### src/hw/awd_pkg.sv
// Constants shared by the window detector control block.
// Assumes an 8-bit register space with byte-wide registers.
package awd_pkg;
	// Register addresses in register space
	localparam logic [7:0] ADDR_POS_SEL = 8'hBB;
	localparam logic [7:0] ADDR_UP_LO   = 8'hC3;
	localparam logic [7:0] ADDR_UP_HI   = 8'hC4;
	localparam logic [7:0] ADDR_LO_LO   = 8'hC5;
	localparam logic [7:0] ADDR_LO_HI   = 8'hC6;
	// Reset values
	localparam logic [7:0] POS_SEL_RST  = 8'h00;
	localparam logic [7:0] UPPER_RST    = 8'hFF;
	localparam logic [7:0] LOWER_RST    = 8'h00;
	localparam logic [7:0] RDATA_RST    = 8'h00;
	localparam logic [7:0] RD_UNMAPPED  = 8'h00;
	// Positive input select field
	localparam int         POS_CODE_W   = 5;
	localparam logic [2:0] POS_UNUSED   = 3'h0;
	localparam logic [4:0] CODE_TEMP    = 5'h1E;
	localparam logic [4:0] CODE_SUPPLY  = 5'h1F;
	localparam int         NUM_PINS     = 21;
	// Limit word width
	localparam int         LIMIT_W      = 16;
endpackage : awd_pkg

### src/hw/awd_window_cmp.sv
// Window comparator: flags a sample against two limit words.
// Assumes unsigned words of equal width, sampled by the caller.
`timescale 1ns/1ps
module awd_window_cmp #(
	parameter int W = 16
) (
	// Sample and limits
	input  wire logic [W-1:0] sample,
	input  wire logic [W-1:0] upper,
	input  wire logic [W-1:0] lower,
	// Result
	output logic              hit
);
	logic inside_mode;
	logic in_window;
	logic out_window;

	// Limit order alone picks inside or outside detection
	assign inside_mode = (lower > upper);
	assign in_window   = (sample > upper) && (sample < lower);
	assign out_window  = (sample > upper) || (sample < lower);
	assign hit         = inside_mode ? in_window : out_window;
endmodule : awd_window_cmp

### src/hw/awd_top.sv
// Input selector and window detector registers for the converter.
// Assumes processor register strobes and converter results on CLK.
`timescale 1ns/1ps

////////////////////////////////////////////////////////////////////////////////
// Operation
// - A 5-bit code in bits 4..0 selects pins port1.0 up to port3.4, 0x1E temperature, 0x1F supply.
// - Bits 7..5 of the input select register read zero and ignore writes.
// - Every converter result is compared against both limit words without software help.
// - The window flag is not in the register space; it is driven on WIN_FLAG and serves as an interrupt request.
// - Inside or outside detection follows only from the order of the two limit words.
// - The upper limit word has separately writable bytes that reset to all ones.
// - The lower limit word has separately writable bytes that reset to all zeros.
module awd_top (
	// Clock and reset
	input  wire logic        CLK,
	input  wire logic        ARST_N,
	// Register space access
	input  wire logic [7:0]  REG_ADDR,
	input  wire logic [7:0]  REG_WDATA,
	input  wire logic        REG_WE,
	input  wire logic        REG_RE,
	output logic      [7:0]  REG_RDATA,
	// Converter result path
	input  wire logic [15:0] CONV_DATA,
	input  wire logic        CONV_VALID,
	// Flag control and report
	input  wire logic        FLAG_CLR,
	output logic             WIN_FLAG,
	// Analog input mux control
	output logic      [4:0]  POS_CODE,
	output logic      [20:0] SEL_PORT_PIN,
	output logic             SEL_TEMP,
	output logic             SEL_SUPPLY
);
	logic [4:0]  pos_code_reg;
	logic [7:0]  up_lo_reg;
	logic [7:0]  up_hi_reg;
	logic [7:0]  lo_lo_reg;
	logic [7:0]  lo_hi_reg;
	logic        flag_reg;
	logic [7:0]  rdata_reg;
	logic [7:0]  rdata_next;
	logic [15:0] upper_word;
	logic [15:0] lower_word;
	logic        cmp_hit;
	logic        hit_event;
	logic [20:0] pin_sel_reg;
	logic        temp_sel_reg;
	logic        supply_sel_reg;

	////////////////////////////////////////////////////////////////////////////
	// Input select register, upper bits dropped on write
	always_ff @(posedge CLK or negedge ARST_N) begin
		if (!ARST_N) begin
			pos_code_reg <= awd_pkg::POS_SEL_RST[4:0];
		end else if (REG_WE && (REG_ADDR == awd_pkg::ADDR_POS_SEL)) begin
			pos_code_reg <= REG_WDATA[4:0];
		end
	end

	// Upper limit bytes
	always_ff @(posedge CLK or negedge ARST_N) begin
		if (!ARST_N) begin
			up_lo_reg <= awd_pkg::UPPER_RST;
			up_hi_reg <= awd_pkg::UPPER_RST;
		end else if (REG_WE) begin
			if (REG_ADDR == awd_pkg::ADDR_UP_LO) begin
				up_lo_reg <= REG_WDATA;
			end
			if (REG_ADDR == awd_pkg::ADDR_UP_HI) begin
				up_hi_reg <= REG_WDATA;
			end
		end
	end

	// Lower limit bytes
	always_ff @(posedge CLK or negedge ARST_N) begin
		if (!ARST_N) begin
			lo_lo_reg <= awd_pkg::LOWER_RST;
			lo_hi_reg <= awd_pkg::LOWER_RST;
		end else if (REG_WE) begin
			if (REG_ADDR == awd_pkg::ADDR_LO_LO) begin
				lo_lo_reg <= REG_WDATA;
			end
			if (REG_ADDR == awd_pkg::ADDR_LO_HI) begin
				lo_hi_reg <= REG_WDATA;
			end
		end
	end

	////////////////////////////////////////////////////////////////////////////
	// Read mux, unused select bits forced to zero
	always_comb begin
		rdata_next = awd_pkg::RD_UNMAPPED;
		case (REG_ADDR)
			awd_pkg::ADDR_POS_SEL: rdata_next = {awd_pkg::POS_UNUSED, pos_code_reg};
			awd_pkg::ADDR_UP_LO:   rdata_next = up_lo_reg;
			awd_pkg::ADDR_UP_HI:   rdata_next = up_hi_reg;
			awd_pkg::ADDR_LO_LO:   rdata_next = lo_lo_reg;
			awd_pkg::ADDR_LO_HI:   rdata_next = lo_hi_reg;
			default:               rdata_next = awd_pkg::RD_UNMAPPED;
		endcase
	end

	// Read data registered, held until next read
	always_ff @(posedge CLK or negedge ARST_N) begin
		if (!ARST_N) begin
			rdata_reg <= awd_pkg::RDATA_RST;
		end else if (REG_RE) begin
			rdata_reg <= rdata_next;
		end
	end

	assign REG_RDATA = rdata_reg;

	////////////////////////////////////////////////////////////////////////////
	// Input selection decode, reserved codes select nothing
	genvar gi;
	generate
		for (gi = 0; gi < awd_pkg::NUM_PINS; gi++) begin : g_pin
			always_ff @(posedge CLK or negedge ARST_N) begin
				if (!ARST_N) begin
					pin_sel_reg[gi] <= 1'b0;
				end else begin
					pin_sel_reg[gi] <= (REG_WE && (REG_ADDR == awd_pkg::ADDR_POS_SEL)) ?
						(REG_WDATA[4:0] == 5'(gi)) : (pos_code_reg == 5'(gi));
				end
			end
		end
	endgenerate

	// Internal sources
	always_ff @(posedge CLK or negedge ARST_N) begin
		if (!ARST_N) begin
			temp_sel_reg   <= 1'b0;
			supply_sel_reg <= 1'b0;
		end else if (REG_WE && (REG_ADDR == awd_pkg::ADDR_POS_SEL)) begin
			temp_sel_reg   <= (REG_WDATA[4:0] == awd_pkg::CODE_TEMP);
			supply_sel_reg <= (REG_WDATA[4:0] == awd_pkg::CODE_SUPPLY);
		end
	end

	assign POS_CODE     = pos_code_reg;
	assign SEL_PORT_PIN = pin_sel_reg;
	assign SEL_TEMP     = temp_sel_reg;
	assign SEL_SUPPLY   = supply_sel_reg;

	////////////////////////////////////////////////////////////////////////////
	// Window compare on every result
	assign upper_word = {up_hi_reg, up_lo_reg};
	assign lower_word = {lo_hi_reg, lo_lo_reg};

	awd_window_cmp #(
		.W (awd_pkg::LIMIT_W)
	) u_cmp (
		.sample (CONV_DATA),
		.upper  (upper_word),
		.lower  (lower_word),
		.hit    (cmp_hit)
	);

	assign hit_event = CONV_VALID && cmp_hit;

	// Sticky flag, a new hit wins over a clear
	always_ff @(posedge CLK or negedge ARST_N) begin
		if (!ARST_N) begin
			flag_reg <= 1'b0;
		end else if (hit_event) begin
			flag_reg <= 1'b1;
		end else if (FLAG_CLR) begin
			flag_reg <= 1'b0;
		end
	end

	assign WIN_FLAG = flag_reg;
endmodule : awd_top

### config.mk
export PLATFORM = sky130hd
export DESIGN_NAME = awd_top
export DESIGN_NICKNAME = d
export VERILOG_FILES = /design/src/hw/awd_pkg.sv /design/src/hw/awd_window_cmp.sv /design/src/hw/awd_top.sv
export SDC_FILE = /design/constraint.sdc
export NUM_CORES = 1
export LEC_CHECK = 0
export BUFFER_PORTS_ARGS = -buffer_cell sky130_fd_sc_hd__buf_2
export CAP_MARGIN = 15
export CORE_ASPECT_RATIO = 1.2
export CORE_MARGIN = 5
export CORE_UTILIZATION = 35
export CTS_BUF_LIST = sky130_fd_sc_hd__clkbuf_16
export CTS_CLUSTER_DIAMETER = 80
export DETAILED_ROUTE_END_ITERATION = 16
export REMOVE_ABC_BUFFERS = 1
export SLEW_MARGIN = 20
export SYNTH_ARGS = -nofsm -noshare
export SYNTH_HDL_FRONTEND = slang
export SYNTH_SLANG_ARGS = --single-unit
export TNS_END_PERCENT = 100
### constraint.sdc
create_clock -name CLK -period 2.8 [get_ports CLK]
set_input_delay 0.14 -clock CLK [delete_from_list [all_inputs] [get_ports CLK]]
set_output_delay 0.14 -clock CLK [all_outputs]
set_load 0.005 [all_outputs]
==> impl_results.md <==
- First-pass GRT wire length: 17400 um
- Area after DPL: 0.00467 mm2
- Worst skew pair latency: 0.34 ns
- Nets: 550
- Setup CP Type: register to register
- Most used DFF post-synth: dfrtp_1
- Detailed Routing Iterations Pass 1: 6
- Post-CTS Setup Repair Bufs: 0
- Die Area: 0.0140 mm2
- Crit. End Element: register
- Final setup margin: 0.625 ns
- Final non-filler cell total: 627
- Share of post-route cells with drive strength above 1: 33.4%
- Longest Clk Path Bufs: 2
- Crit path cell chain: inv_1 > ha_1 > nand4_1 > or3_1 > a211oi_1 > nor4_1 > o2111ai_1 > nand3_1
- Worst EP required: 3.01 ns
- Async S/R FF share, synth: 100%
- R2R cell count: 8
- Setup crit start kind: register
- Max-slew violation count: 0
- Pre-CTS setup slack: 0.625 ns
- Post-route ant nets: 0
- Ant. Diodes: 0
- PortBufs: 74
- Power per cell area: 522 mW/mm2
- WL final: 10800 um
- Sequential fraction of the synthesis area: 42.4%
- DRC: 0
- Minimum clock period: 2.17 ns
- XOR/XNOR Fraction of Synth Area: 0%
- CTS sink count: 69
- Vias per inst: 5.17
- Yosys cell types: 60
- Post_cts resized: 0
- Dpl hpwl: 8670 um
- Final Hold Vio Count: 0
- Lkg Pwr: 2.37 nW
- Core area: 0.0116 mm2
- Vias in the first global route: 3310
- Crit path depth: 8
- Yosys warning total: 0
- Placed insts: 610
- Critical Path Fanout Max: 3
- Initial antenna violation count: 0
- Adder-cell area share of the yosys netlist: 14.3%
- Post-Synth Simple-Gate Area: 14.8%
- Hold Crit Class: input pin to register
- Max reg flops: 21
- Post-synth EDFFs: 0
- Effective utilization at floorplan: 35.6%
- Crit share post-route: 77.7%
- Status: completed
- CP top delay family: simple AND/OR/NAND/NOR gates
- DR vias: 3240
- Hold buffers post-CTS: 1
- Area Growth Syn to Fin: 20.9%
- DR WL/cell: 17.3 um
- Die W: 109 um
- Post-synthesis compound-gate area fraction: 13.0%
- Setup violators final: 0
- Site Rows: 43
- Die extent in y: 129 um
- FF+latch count, synth: 69
- Total CTS buffers: 9
- CTS tree: done
- Worst path arrival time: 2.39 ns
- Largest family of logic cells by synthesized area: simple AND/OR/NAND/NOR gates
- Slew HR: 59.6%
- Worst-Margin Slew: 0.606 ns
- Fin area: 0.00497 mm2
- Worst hold margin: 0.0722 ns
- Tot Pwr: 2.59 mW
- End-of-flow core utilization: 43.0%
- Reg2reg setup slack: 0.63 ns
- Clk_skew: 0.00899 ns
- Hold Crit Depth: 2
- RSZ-0062 raised after global routing: false
- Root buffer cell: clkbuf_16
- Clock-pin slew on the worst setup and hold paths: 0.05 ns
- Avg Inst Size Synth: 10.8 um2
- Largest net degree at the start of global routing: 27
- Congestion Overflow GR: 0
- GRT Overall Usage: 16.2%
- Mapped Area: 0.00412 mm2
- IO Count: 75
- Cells after synthesis: 382
- H-tree depth: 3
- DRT iter0 DRCs: 93
- Crit-path slowest cell: dfstp_2
- Placer Congestion: 0.867
- Worst path max stage delay: 0.53 ns
- Worst vdd ir: 0.278 mV
- Final setup TNS: 0 ns
- CP Buf/Inv Count: 1
- Mux contribution to synthesized area: 11.0%
- Fmax: 460 MHz
- Number of max-cap violations: 0
- Filler instances: 1118
cell usage after synthesis, types with 5 or more instances:
cell type | number | share of area [%]
a21oi_1 | 20 | 2.4
dfstp_2 | 16 | 10
nor2_1 | 31 | 2.8
a31oi_1 | 7 | 1.1
a22o_1 | 6 | 1.3
o21ai_0 | 9 | 1.1
o21a_1 | 6 | 1.1
inv_1 | 37 | 3.4
a22oi_1 | 5 | 0.91
nand4_1 | 8 | 1.2
ha_1 | 47 | 14
a221oi_1 | 5 | 1.1
nand2_1 | 28 | 2.6
mux2_1 | 5 | 1.4
dfrtp_1 | 53 | 32
mux2_2 | 31 | 8.5
cell type report:
class | count | area, um2 | area share, %
multi-input cells | 268 | 2180 | 43.9
flip-flops and latches | 69 | 1750 | 35.1
repair buffers | 78 | 403 | 8.10
clock buffers | 9 | 225 | 4.53
well taps | 157 | 196 | 3.95
inverters | 39 | 146 | 2.94
clock inverters | 7 | 72.6 | 1.46
cell usage in the layout, fill, tap and decap left out, types with 3 or more instances in the layout:
| master | n |
|---|---|
| ha_1 | 47 |
| o21ai_0 | 9 |
| o21a_1 | 6 |
| nand2_4 | 3 |
| dfstp_2 | 16 |
| a21oi_1 | 20 |
| a221oi_1 | 5 |
| nand3_1 | 4 |
| nand2b_1 | 3 |
| nor2_1 | 31 |
| dfrtp_1 | 53 |
| inv_1 | 37 |
| clkbuf_16 | 9 |
| clkinv_1 | 3 |
| mux2_1 | 5 |
| nand2_1 | 28 |
| buf_4 | 3 |
| nand4_1 | 8 |
| a22oi_1 | 5 |
| mux2_2 | 31 |
| a221o_1 | 3 |
| a31oi_1 | 7 |
| nor2b_1 | 3 |
| a22o_1 | 6 |
| buf_2 | 74 |
| nor3b_1 | 4 |
| nor3_1 | 3 |
power breakdown:
| part | total [mW] | leakage, nW | internal, mW | switching, mW |
|---|---|---|---|---|
| Combinational | 0.367 | 1.33 | 0.159 | 0.208 |
| Sequential | 1.09 | 0.887 | 1.05 | 0.0424 |
| Clock | 1.14 | 0.145 | 0.692 | 0.446 |
worst reg2reg max path, stage by stage, from the launching register on:
cell	delay, ns
dfstp_2	0.53
inv_1	0.06
ha_1	0.31
nand4_1	0.12
or3_1	0.44
a211oi_1	0.20
nor4_1	0.09
o2111ai_1	0.21
nand3_1	0.09
final timing paths:
kind / end / startpoint
max: WIN_FLAG / up_hi_reg[7]
min: lo_lo_reg[7] / REG_WDATA[7]
max reg2reg: WIN_FLAG / up_hi_reg[7]
min reg2reg: SEL_SUPPLY / SEL_SUPPLY
max in group asynchronous: up_lo_reg[7] / ARST_N
min in group asynchronous: POS_CODE[2] / ARST_N
cells by family after synthesis:
group	count (synthesis)
AOI/OAI and AO/OA	76
adders and majority gates	47
buffers and inverters	45
DFF	69
muxes	39
and+or+nand+nor	106
routing by layer:
layer	GRT usage [%]	routed length [um]	up-vias
li1	-	-	1555
met1	20.6	4780	1577
met2	26.5	5150	88
met3	3.61	574	20
met4	6.84	316	0
met5	0	0	-
Power figures use the tool's default switching activity.
